### config.mk
export PLATFORM = sky130hd
export DESIGN_NAME = bst_tap_core
export DESIGN_NICKNAME = d
export VERILOG_FILES = /design/src/bst_pkg.sv /design/src/bst_ctl_if.sv /design/src/bst_tap_core.sv /design/src/bst_tap_fsm.sv
export SDC_FILE = /design/constraint.sdc
export NUM_CORES = 1
export LEC_CHECK = 0
export BUFFER_PORTS_ARGS = -buffer_cell sky130_fd_sc_hd__buf_2
export CAP_MARGIN = 20
export CORE_ASPECT_RATIO = 1.25
export CORE_MARGIN = 2
export CORE_UTILIZATION = 50
export CTS_CLUSTER_DIAMETER = 150
export DETAILED_ROUTE_END_ITERATION = 10
export GPL_TIMING_DRIVEN = 0
export PLACE_DENSITY = 0.74
export REMOVE_ABC_BUFFERS = 1
export SYNTH_ARGS = -nofsm -noshare
export SYNTH_HDL_FRONTEND = slang
export SYNTH_HIERARCHICAL = 1
export SYNTH_SLANG_ARGS = --single-unit
### constraint.sdc
create_clock -name SYS_CLK_IN -period 3.27 [get_ports SYS_CLK_IN]
set_input_delay 0.654 -clock SYS_CLK_IN [delete_from_list [all_inputs] [get_ports SYS_CLK_IN]]
set_output_delay 0.654 -clock SYS_CLK_IN [all_outputs]
set_load 0.01 [all_outputs]
### src/bst_pkg.sv
// Constants, codes and state type shared by the boundary-scan access port.
package bst_pkg;
   localparam int IR_W = 4;
   localparam int ID_W = 32;
   localparam int SYNC_W = 4;
   localparam int PIN_CLK = 0;
   localparam int PIN_MODE = 1;
   localparam int PIN_DATA = 2;
   localparam int PIN_RST = 3;
   localparam logic [IR_W-1:0] OP_EXTEST = 4'h0;
   localparam logic [IR_W-1:0] OP_SAMPLE = 4'h1;
   localparam logic [IR_W-1:0] OP_IDENT = 4'h2;
   localparam logic [IR_W-1:0] OP_HIGHZ = 4'h3;
   localparam logic [IR_W-1:0] OP_BYPASS = 4'hF;
   localparam logic [IR_W-1:0] IR_CAPTURE = 4'h1;
   localparam logic [IR_W-1:0] IR_RESET = OP_IDENT;
   localparam int ID_VER_LSB = 28;
   localparam int ID_PART_LSB = 12;
   localparam int ID_MFR_LSB = 1;
   localparam logic ID_MARK = 1'h1;
   localparam logic [2:0] ONES_MAX = 3'h7;
   localparam logic [2:0] ONES_RESET = 3'h5;

   typedef enum logic [3:0] {
      ST_TLR, ST_RTI, ST_SEL_DR, ST_CAP_DR, ST_SH_DR, ST_EX1_DR, ST_PA_DR, ST_EX2_DR, ST_UPD_DR,
      ST_SEL_IR, ST_CAP_IR, ST_SH_IR, ST_EX1_IR, ST_PA_IR, ST_EX2_IR, ST_UPD_IR
   } bst_state_t;
endpackage

### src/bst_ctl_if.sv
// Control bundle between the port core and its state machine.
`timescale 1ns/1ps
interface bst_ctl_if;
   import bst_pkg::*;
   logic       rise;
   logic       trst;
   logic       tms;
   bst_state_t state;
   modport fsm  (input rise, input trst, input tms, output state);
   modport core (output rise, output trst, output tms, input state);
endinterface

### src/bst_tap_core.sv
// Boundary-scan access port: pin sampling, instruction and data registers, serial output.
`timescale 1ns/1ps
module bst_tap_core
   import bst_pkg::*;
#(
   parameter int             BSR_LEN = 8,
   parameter logic [3:0]     ID_VERSION = 4'h1,    // Arbitrary value.
   parameter logic [15:0]    ID_PART = 16'h1234,   // Arbitrary value.
   parameter logic [10:0]    ID_MFR = 11'h055      // Arbitrary value.
)
(
   input  wire logic               SYS_CLK_IN,
   input  wire logic               RESET_IN,
   input  wire logic               TEST_CLOCK_INPUT_IN,
   input  wire logic               TEST_MODE_IN,
   input  wire logic               TEST_DATA_IN,
   input  wire logic               TEST_RESET_N_IN,
   input  wire logic [BSR_LEN-1:0] BSC_CAPTURE_IN,
   output logic                    TEST_DATA_OUT,
   output logic                    TEST_DATA_OE_N_OUT,
   output logic [BSR_LEN-1:0]      BSC_UPDATE_OUT,
   output logic                    EXTEST_OUT,
   output logic                    HIGHZ_OUT,
   output logic                    TAP_RESET_OUT
);
   localparam logic [ID_W-1:0] ID_VALUE = (ID_W'(ID_VERSION) << ID_VER_LSB) | (ID_W'(ID_PART) << ID_PART_LSB)
                                        | (ID_W'(ID_MFR) << ID_MFR_LSB) | ID_W'(ID_MARK);

   bst_ctl_if ctl ();

   logic [SYNC_W-1:0]  s1_q;
   logic [SYNC_W-1:0]  s2_q;
   logic [SYNC_W-1:0]  s3_q;
   logic [SYNC_W-1:0]  pins;
   logic               fall;
   logic [IR_W-1:0]    ir_sh_q, ir_sh_d;
   logic [IR_W-1:0]    ir_q, ir_d;
   logic [ID_W-1:0]    id_sh_q, id_sh_d;
   logic [BSR_LEN-1:0] bs_sh_q, bs_sh_d;
   logic [BSR_LEN-1:0] bs_up_q, bs_up_d;
   logic               byp_q, byp_d;
   logic               tdo_q, tdo_d;
   logic               oe_n_q, oe_n_d;
   logic               ext_q, ext_d;
   logic               hiz_q, hiz_d;
   logic               tlr_q, tlr_d;
   logic               sel_bs, sel_id, in_shift;

   // Pins pass three flops; an edge counts when the second and third stages differ.
   assign pins = {TEST_RESET_N_IN, TEST_DATA_IN, TEST_MODE_IN, TEST_CLOCK_INPUT_IN};
   always_ff @(posedge SYS_CLK_IN or posedge RESET_IN) begin
      if (RESET_IN) begin
         s1_q <= 4'h8;                                                // Clock pin parked low, no false edge.
         s2_q <= 4'h8;
         s3_q <= 4'h8;
      end else begin
         s1_q <= pins;
         s2_q <= s1_q;
         s3_q <= s2_q;
      end
   end

   // Rise strobe and settled levels handed to the controller; the fall strobe stays in the core.
   assign ctl.rise = s2_q[PIN_CLK] && !s3_q[PIN_CLK];
   assign fall = !s2_q[PIN_CLK] && s3_q[PIN_CLK];
   assign ctl.tms = s3_q[PIN_MODE];
   assign ctl.trst = !s3_q[PIN_RST];

   bst_tap_fsm u_fsm (
      .clk_in (SYS_CLK_IN),
      .rst_in (RESET_IN),
      .ctl    (ctl)
   );

   // Instruction decode chooses which data register sits in the serial path.
   assign sel_bs = (ir_q == OP_EXTEST) || (ir_q == OP_SAMPLE);
   assign sel_id = (ir_q == OP_IDENT);
   assign in_shift = (ctl.state == ST_SH_DR) || (ctl.state == ST_SH_IR);

   // Next values of all scan registers and of the serial output and its enable.
   always_comb begin
      ir_sh_d = ir_sh_q;
      ir_d = ir_q;
      id_sh_d = id_sh_q;
      bs_sh_d = bs_sh_q;
      bs_up_d = bs_up_q;
      byp_d = byp_q;
      tdo_d = tdo_q;
      oe_n_d = oe_n_q;
      if (ctl.rise) begin
         case (ctl.state)
            ST_CAP_DR: begin
               if (sel_bs) begin
                  bs_sh_d = BSC_CAPTURE_IN;
               end else if (sel_id) begin
                  id_sh_d = ID_VALUE;
               end else begin
                  byp_d = 1'b0;
               end
            end
            ST_SH_DR: begin
               if (sel_bs) begin
                  bs_sh_d = {s3_q[PIN_DATA], bs_sh_q[BSR_LEN-1:1]};
               end else if (sel_id) begin
                  id_sh_d = {s3_q[PIN_DATA], id_sh_q[ID_W-1:1]};
               end else begin
                  byp_d = s3_q[PIN_DATA];
               end
            end
            ST_CAP_IR: ir_sh_d = IR_CAPTURE;
            ST_SH_IR:  ir_sh_d = {s3_q[PIN_DATA], ir_sh_q[IR_W-1:1]};
            default: begin
            end
         endcase
      end
      if (fall) begin
         if (ctl.state == ST_SH_IR) begin
            tdo_d = ir_sh_q[0];
         end else if (sel_bs) begin
            tdo_d = bs_sh_q[0];
         end else if (sel_id) begin
            tdo_d = id_sh_q[0];
         end else begin
            tdo_d = byp_q;
         end
         oe_n_d = !in_shift;
         if (ctl.state == ST_UPD_DR && sel_bs) begin
            bs_up_d = bs_sh_q;
         end
         if (ctl.state == ST_UPD_IR) begin
            ir_d = ir_sh_q;
         end
      end
      if (ctl.state == ST_TLR) begin
         ir_d = IR_RESET;
         oe_n_d = 1'b1;
      end
   end

   // Mode outputs follow the current instruction and are held low in the reset state; the reset output follows the state.
   assign ext_d = (ir_q == OP_EXTEST) && (ctl.state != ST_TLR);
   assign hiz_d = (ir_q == OP_HIGHZ) && (ctl.state != ST_TLR);
   assign tlr_d = (ctl.state == ST_TLR);

   // Registers every scan register and output.
   always_ff @(posedge SYS_CLK_IN or posedge RESET_IN) begin
      if (RESET_IN) begin
         ir_sh_q <= IR_CAPTURE;
         ir_q <= IR_RESET;
         id_sh_q <= '0;
         bs_sh_q <= '0;
         bs_up_q <= '0;
         byp_q <= 1'b0;
         tdo_q <= 1'b0;
         oe_n_q <= 1'b1;
         ext_q <= 1'b0;
         hiz_q <= 1'b0;
         tlr_q <= 1'b1;
      end else begin
         ir_sh_q <= ir_sh_d;
         ir_q <= ir_d;
         id_sh_q <= id_sh_d;
         bs_sh_q <= bs_sh_d;
         bs_up_q <= bs_up_d;
         byp_q <= byp_d;
         tdo_q <= tdo_d;
         oe_n_q <= oe_n_d;
         ext_q <= ext_d;
         hiz_q <= hiz_d;
         tlr_q <= tlr_d;
      end
   end

   assign TEST_DATA_OUT = tdo_q;
   assign TEST_DATA_OE_N_OUT = oe_n_q;
   assign BSC_UPDATE_OUT = bs_up_q;
   assign EXTEST_OUT = ext_q;
   assign HIGHZ_OUT = hiz_q;
   assign TAP_RESET_OUT = tlr_q;

   a_bypass_capture: assert property (@(posedge SYS_CLK_IN) disable iff (RESET_IN)
      (ctl.rise && ctl.state == ST_CAP_DR && !sel_bs && !sel_id) |=> (byp_q == 1'b0))
      else $error("Bypass stage not cleared on capture.");
   a_ir_update_only: assert property (@(posedge SYS_CLK_IN) disable iff (RESET_IN)
      (ir_q != $past(ir_q)) |-> ($past(ctl.state) == ST_UPD_IR || $past(ctl.state) == ST_TLR))
      else $error("Instruction changed outside update or reset.");
   a_pause_holds_dr: assert property (@(posedge SYS_CLK_IN) disable iff (RESET_IN)
      (ctl.state == ST_PA_DR && $past(ctl.state) == ST_PA_DR) |-> ($stable(id_sh_q) && $stable(bs_sh_q) && $stable(byp_q)))
      else $error("Data register moved while paused.");
   a_ident_capture: assert property (@(posedge SYS_CLK_IN) disable iff (RESET_IN)
      (ctl.rise && ctl.state == ST_CAP_DR && sel_id) |=> (id_sh_q[0] == 1'b1 && id_sh_q == ID_VALUE))
      else $error("Identity capture wrong.");
   a_ir_shift_in: assert property (@(posedge SYS_CLK_IN) disable iff (RESET_IN)
      (ctl.rise && ctl.state == ST_SH_IR) |=> (ir_sh_q[IR_W-1] == $past(s3_q[PIN_DATA])))
      else $error("Instruction bit not shifted in.");
   a_out_enable_shift: assert property (@(posedge SYS_CLK_IN) disable iff (RESET_IN)
      (fall && !in_shift) |=> oe_n_q)
      else $error("Serial output driven outside shift.");

   // Capture, shift-out, update and reset behaviour of the scan registers and mode outputs.
   a_capture_chain: assert property (@(posedge SYS_CLK_IN) disable iff (RESET_IN)
      (ctl.rise && ctl.state == ST_CAP_DR && sel_bs) |=> (bs_sh_q == $past(BSC_CAPTURE_IN)))
      else $error("Boundary chain did not capture the parallel inputs.");
   a_tdo_on_fall: assert property (@(posedge SYS_CLK_IN) disable iff (RESET_IN)
      (fall && ctl.state == ST_SH_DR && sel_bs) |=> (tdo_q == $past(bs_sh_q[0])))
      else $error("Serial output did not show the low chain bit.");
   a_bypass_shift: assert property (@(posedge SYS_CLK_IN) disable iff (RESET_IN)
      (ctl.rise && ctl.state == ST_SH_DR && !sel_bs && !sel_id) |=> (byp_q == $past(s3_q[PIN_DATA])))
      else $error("Bypass stage did not take the serial input.");
   a_update_latch: assert property (@(posedge SYS_CLK_IN) disable iff (RESET_IN)
      (fall && ctl.state == ST_UPD_DR && sel_bs) |=> (bs_up_q == $past(bs_sh_q)))
      else $error("Update latches did not take the shifted chain.");
   a_ir_capture: assert property (@(posedge SYS_CLK_IN) disable iff (RESET_IN)
      (ctl.rise && ctl.state == ST_CAP_IR) |=> (ir_sh_q == IR_CAPTURE))
      else $error("Instruction capture pattern not loaded.");
   a_reset_ident: assert property (@(posedge SYS_CLK_IN) disable iff (RESET_IN)
      (ctl.state == ST_TLR) |=> (ir_q == IR_RESET && tlr_q && !ext_q && !hiz_q))
      else $error("Reset state did not restore the identity instruction.");
   a_highz_mode: assert property (@(posedge SYS_CLK_IN) disable iff (RESET_IN)
      (ir_q == OP_HIGHZ && ctl.state != ST_TLR) |=> hiz_q)
      else $error("Float instruction did not raise its mode output.");
   a_shift_enable: assert property (@(posedge SYS_CLK_IN) disable iff (RESET_IN)
      (fall && in_shift) |=> !oe_n_q)
      else $error("Serial output not driven in a shift state.");
endmodule

### src/bst_tap_fsm.sv
// Sixteen-state test port controller stepped by detected test-clock rises.
`timescale 1ns/1ps
module bst_tap_fsm
   import bst_pkg::*;
(
   input  wire logic clk_in,
   input  wire logic rst_in,
   bst_ctl_if.fsm    ctl
);
   bst_state_t state_q;
   bst_state_t state_d;
   logic [2:0] ones_q;
   logic [2:0] ones_d;

   // Next state follows the standard graph, only on a rise; reset pin overrides.
   always_comb begin
      state_d = state_q;
      ones_d = ones_q;
      if (ctl.rise) begin
         ones_d = ctl.tms ? ((ones_q == ONES_MAX) ? ones_q : ones_q + 3'h1) : 3'h0;
         case (state_q)
            ST_TLR:    state_d = ctl.tms ? ST_TLR : ST_RTI;
            ST_RTI:    state_d = ctl.tms ? ST_SEL_DR : ST_RTI;
            ST_SEL_DR: state_d = ctl.tms ? ST_SEL_IR : ST_CAP_DR;
            ST_CAP_DR: state_d = ctl.tms ? ST_EX1_DR : ST_SH_DR;
            ST_SH_DR:  state_d = ctl.tms ? ST_EX1_DR : ST_SH_DR;
            ST_EX1_DR: state_d = ctl.tms ? ST_UPD_DR : ST_PA_DR;
            ST_PA_DR:  state_d = ctl.tms ? ST_EX2_DR : ST_PA_DR;
            ST_EX2_DR: state_d = ctl.tms ? ST_UPD_DR : ST_SH_DR;
            ST_UPD_DR: state_d = ctl.tms ? ST_SEL_DR : ST_RTI;
            ST_SEL_IR: state_d = ctl.tms ? ST_TLR : ST_CAP_IR;
            ST_CAP_IR: state_d = ctl.tms ? ST_EX1_IR : ST_SH_IR;
            ST_SH_IR:  state_d = ctl.tms ? ST_EX1_IR : ST_SH_IR;
            ST_EX1_IR: state_d = ctl.tms ? ST_UPD_IR : ST_PA_IR;
            ST_PA_IR:  state_d = ctl.tms ? ST_EX2_IR : ST_PA_IR;
            ST_EX2_IR: state_d = ctl.tms ? ST_UPD_IR : ST_SH_IR;
            ST_UPD_IR: state_d = ctl.tms ? ST_SEL_DR : ST_RTI;
            default:   state_d = ST_TLR;
         endcase
      end
      if (ctl.trst) begin
         state_d = ST_TLR;
         ones_d = 3'h0;
      end
   end

   // Registers the controller state and the count of mode-high rises.
   always_ff @(posedge clk_in or posedge rst_in) begin
      if (rst_in) begin
         state_q <= ST_TLR;
         ones_q <= 3'h0;
      end else begin
         state_q <= state_d;
         ones_q <= ones_d;
      end
   end

   assign ctl.state = state_q;

   a_still_no_rise: assert property (@(posedge clk_in) disable iff (rst_in)
      (!ctl.rise && !ctl.trst) |=> (state_q == $past(state_q)))
      else $error("State moved without a test-clock rise.");
   a_five_ones_reset: assert property (@(posedge clk_in) disable iff (rst_in)
      (ones_q >= ONES_RESET) |-> (state_q == ST_TLR))
      else $error("Five mode-high rises did not reach reset state.");
   a_exit_to_update: assert property (@(posedge clk_in) disable iff (rst_in)
      (ctl.rise && ctl.tms && !ctl.trst && (state_q == ST_EX1_DR || state_q == ST_EX2_DR)) |=> (state_q == ST_UPD_DR))
      else $error("Data exit with mode high did not reach update.");
   a_pin_reset_tlr: assert property (@(posedge clk_in) disable iff (rst_in)
      ctl.trst |=> (state_q == ST_TLR) [*2])
      else $error("Reset pin did not hold the reset state.");
   a_graph_shift_stay: assert property (@(posedge clk_in) disable iff (rst_in)
      (ctl.rise && !ctl.tms && !ctl.trst && state_q == ST_SH_DR) |=> (state_q == ST_SH_DR))
      else $error("Shift-data left with mode low.");
endmodule

# After elaboration in Yosys (flattened, before gate mapping)
# Index checks and enable logic that the tools add are counted.
# word_totals
out_inout_bits	13
ff_bits	78
input_bits	14
elab_cells	105
# classes
reduce_logical	26
muxes	37
eq_ne	27
# ops
operator	n
$mux 32	4
$pmux 32 s2	1
$pmux 4 s12	1
$mux 4	9
$eq 4x4->1 const B	8
$ne 2x2->1 const B	9
$eq 4x2->1 const B	4
$eq 4x3->1 const B	4
$mux 8	2
$pmux 8 s2	1
$mux 1	12
$reduce_and 6->1	2
$eq 4x1->1 const B	2
$logic_not 4->1	2
$pmux 4 s2	1
$reduce_bool 2->1	4
$mux 2	3
$mux 3	2
$reduce_and 2->1	3
$logic_and 1x1->1	5
$reduce_and 4->1	1
$reduce_bool 4->1	1
$reduce_or 2->1	2
$logic_not 1->1	3
3 further kinds	4

# Logic depth before layout (Yosys ltp)
# depth
word_depth	5
depth_mapped	6
ltp_nobuf	5

# Cells and area by module
# Netlist, hierarchy kept.
# by_module_without_submodules
module	seq_area_each_um2	instances	cells_each	area_per_inst_um2
bst_tap_core	1860.5	1	255	3184.3
bst_tap_fsm	100.1	1	48	396.6

# Worst setup path before layout
# No wires, ideal clock.
# synth_path
path_type	register to register
start	register u_fsm.state_q[0], in the netlist u_fsm/ctl.state[0]
end	register id_sh_q[0]
synth_period_minus_slack_ns	2.014
required_time_ns	3.143
setup_time_ns	0.127
arrival_ns	1.887
slack_ns	1.256
n_path_buf	2
path_stages_with_launch	6
cell_sequence	dfrtp_1 -> clkbuf_1 -> or3b_1 -> a211oi_4 -> buf_6 -> mux2_1
# synth_between
elab_chain_cells	3
elab_cells_between_ends	9
classes_between	6 x eq/ne; 1 x mux; 2 x reduce/logical
# synth_rtl
element	line_no	text
from (decl)	bst_tap_fsm.sv:10	bst_state_t state_q;
from (signal assigned)	bst_tap_fsm.sv:53	state_q <= state_d;
$eq 4x2->1 or $eq 4x3->1 (tied branches)	bst_tap_core.sv:91	case (ctl.state)
$ne 2x2->1 (no line) or $reduce_bool 2->1 (tied branches)	n/a	
$reduce_and 6->1 (no line)	n/a	
to (signal assigned)	bst_tap_core.sv:162	id_sh_q <= id_sh_d;
to (decl)	bst_tap_core.sv:38	logic [ID_W-1:0] id_sh_q, id_sh_d;
# Several ways; a longest one is shown, not always the timed one.
# A chain may end at the register's enable or synchronous reset.

# Final worst setup path
# layout_path
start	register u_fsm.state_q[2], in the netlist u_fsm/ctl.state[2]
end	register id_sh_q[7]
# Same word-level chain as after synthesis.

==> impl_metrics.tcl <==
set metrics [dict create \
    pin_count 27 \
    clk_pin_slew_ns 0.08 \
    postCtsHoldBufs 0 \
    synthDominantCellAreaShare 0.4962 \
    arrival_ns 3.17 \
    hold_path_class "input port to async pin" \
    dr.pass1.iters 4 \
    post_cts_resized 0 \
    cts_max_path_buffers 2 \
    p_total_w 0.001836 \
    cts_max_level 3 \
    drt_wl_total_um 6023 \
    die-area_um2 7859 \
    fmax_mhz 339.0 \
    netlist_top_cells_area "dfrtp_1 50%, mux2_2 9.1%, mux2i_1 6.4%, dfstp_2 5.1%, nand2_1 3.9%" \
    r2r_start "u_fsm/ctl.state[2]$_DFFE_PP0P_" \
    cp-end-kind "register" \
    cts_tree "done" \
    slew_violations 0 \
    die_height_um 98.62 \
    instances_no_fill 422 \
    seq_area_frac_synth 0.5475 \
    start_util 0.5164 \
    dp.cells 406 \
    cts_root_buf "clkbuf_8" \
    numCtsBuffers 9 \
    n_fill_cell 584 \
    rrSetupSlack_ns 0.32 \
    tightest_slew_ns 0.9771 \
    grtUsageTotal 0.1661 \
    post-cts-setup-buffers 0 \
    postRouteAntennaNets 0 \
    rsz0062_at_grt "false" \
    dp_hpwl_um 4013 \
    crit_path_start_kind "register" \
    layout_common_cells "71 x dfrtp_1, 37 x nand2_1, 29 x mux2_2, 26 x inv_1, 26 x buf_2" \
    rows 34 \
    slowest_stage "a211oi_4" \
    vias 2222 \
    ys.warnings.count 6 \
    drt_iter0_drc 94 \
    grt_pass1_vias 2265 \
    finalCriticalPeriod_ns 2.950 \
    synth-seq-cells 78 \
    grt_overflow 0 \
    required_ns 3.49 \
    critical_path.top_delay_family "compound AO/OA/AOI/OAI gates" \
    grt_pass1_wl_um 10240 \
    worstPathCellList "or3b_1, a211oi_4, buf_8, mux2_2" \
    path_class "register to register" \
    rr_worst_depth 4 \
    multiInputGateArea_um2 1419 \
    fin_util 0.5761 \
    antenna_found_initial 0 \
    cts_sinks 78 \
    grt_max_degree 75 \
    routedWlPerCell_um 14.27 \
    hold_viol_final 0 \
    syn_area_per_cell_um2 11.82 \
    cpPeakStageDelay_ns 0.87 \
    num_antenna_cells 0 \
    syn_to_final_growth_pct 11.57 \
    layout.nets 341 \
    synth_cells 303 \
    setup_viol_count_final 0 \
    fin_hold_ws_ns 0.2094 \
    status "complete, no violations" \
    vias_per_cell 5.265 \
    period_share 0.9020 \
    final_common_cell "dfrtp_1" \
    power.leakage_nw 1.757 \
    clock_skew_ns 0.01057 \
    critPathMaxFanout 21 \
    irDropWorstVdd_uv 301.7 \
    syn_area_um2 3581 \
    yosysTopAreaCell "dfrtp_1" \
    path_depth 4 \
    drc 0 \
    slew-limit-headroom 0.3465 \
    critPathBufInv 1 \
    die_w_um 79.70 \
    seq_area_um2 1961 \
    maxCapViolCount 0 \
    crit_end "id_sh_q[7]$_DFFE_PP0P_" \
    cellPowerDensity_nw_per_um2 459.7 \
    crit_start "u_fsm/ctl.state[2]$_DFFE_PP0P_" \
    worstSkewPairLatency_ns 0.34 \
    synth_cell_types 49 \
    gp_congestion 0.8221 \
    core_um2 6934 \
    layout-drive-gt1-share 0.2651 \
    port_buffers 26 \
    r2r_end "id_sh_q[7]$_DFFE_PP0P_" \
]
==> synth_stat cells (all sizes together) <==
| cell | n |
|---|---|
| buf | 13 |
| a31oi | 2 |
| a31o | 1 |
| dfstp | 7 |
| or3 | 1 |
| or3b | 3 |
| o32ai | 1 |
| nor3b | 2 |
| nand4b | 1 |
| mux2 | 40 |
| inv | 27 |
| nor2b | 5 |
| nor4b | 1 |
| o311ai | 1 |
| or2b | 1 |
| a32o | 1 |
| xnor2 | 1 |
| and4 | 1 |
| a211o | 2 |
| and3 | 1 |
| clkbuf | 3 |
| nand3b | 3 |
| o2bb2ai | 1 |
| o221ai | 1 |
| mux2i | 23 |
| nor3 | 2 |
| a21oi | 6 |
| and4b | 1 |
| nor2 | 6 |
| and2 | 1 |
| nand2b | 7 |
| a211oi | 8 |
| nor4 | 2 |
| or4b | 1 |
| a21o | 1 |
| nand3 | 8 |
| or2 | 1 |
| o21ai | 6 |
| dfrtp | 71 |
| nand4 | 2 |
| nand2 | 37 |
==> per-layer routing <==
layer,share of wire,global-route usage
met5,0,0
met1,0.46,0.2066
met3,0.024,0.02839
met4,0.0048,0.08621
met2,0.51,0.2754
==> worst register-to-register path: cells and delay by family, from the launching register on <==
| kind | cells | cell delay (ns) |
|---|---|---|
| compound gates | 1 | 0.87 |
| flops | 1 | 0.80 |
| simple gates | 1 | 0.53 |
| mux | 1 | 0.35 |
| buf+inv | 1 | 0.28 |
==> report_power, final <==
part           total (W)  internal (W)  switching [W]
clock network   0.000796      0.000451       0.000345
registers       0.000987      0.000976      0.0000105
logic          0.0000533     0.0000194      0.0000340
==> sequential cells by signal, indices dropped and copies added, names as in the netlist, 4 cells and up <==
name / count
ir_sh_q: 4
u_fsm/ctl.state: 4
ir_q: 4
s3_q: 4
id_sh_q: 32
s2_q: 4
s1_q: 4
bs_sh_q: 8
BSC_UPDATE_OUT: 8
==> area by class of cell <==
class                      instances  share of cell area
tap                               90             0.02819
inverter                          27             0.02599
clock inverter                     5             0.02067
multi-input combinational        182              0.3552
timing repair buffer              29             0.04385
sequential                        78              0.4908
clock buffer                      11             0.03539
==> metrics by stage <==
stage	setup WS, ns	instance area (um2)	setup TNS, ns
2_1_floorplan	-0.08968	3472	-0.4928
6_report	0.3203	3995	0
4_1_cts	0.3135	3995	0
3_5_place_dp	0.3187	3771	0
3_3_place_gp	-1.096	3715	-37.91
5_1_grt	0.1709	3995	0
==> worst min-delay path by stage <==
stage	to	start
floorplan	s2_q[0]$_DFF_PP0_	s1_q[0]$_DFF_PP0_
global placement	s3_q[2]$_DFF_PP0_	s2_q[2]$_DFF_PP0_
detailed placement	s3_q[2]$_DFF_PP0_	s2_q[2]$_DFF_PP0_
CTS	u_fsm/ctl.state[3]$_DFFE_PP0P_	RESET_IN
global route	u_fsm/ctl.state[3]$_DFFE_PP0P_	RESET_IN
finish	u_fsm/ctl.state[0]$_DFFE_PP0P_	RESET_IN
==> logic make-up after synthesis <==
kind of cell    share of synthesized area
simple gates                       0.1352
xor+xnor                         0.002446
flops                              0.5475
buf+inv                           0.05870
mux                                0.1901
compound gates                    0.06604
Power figures use the tool's default switching activity.
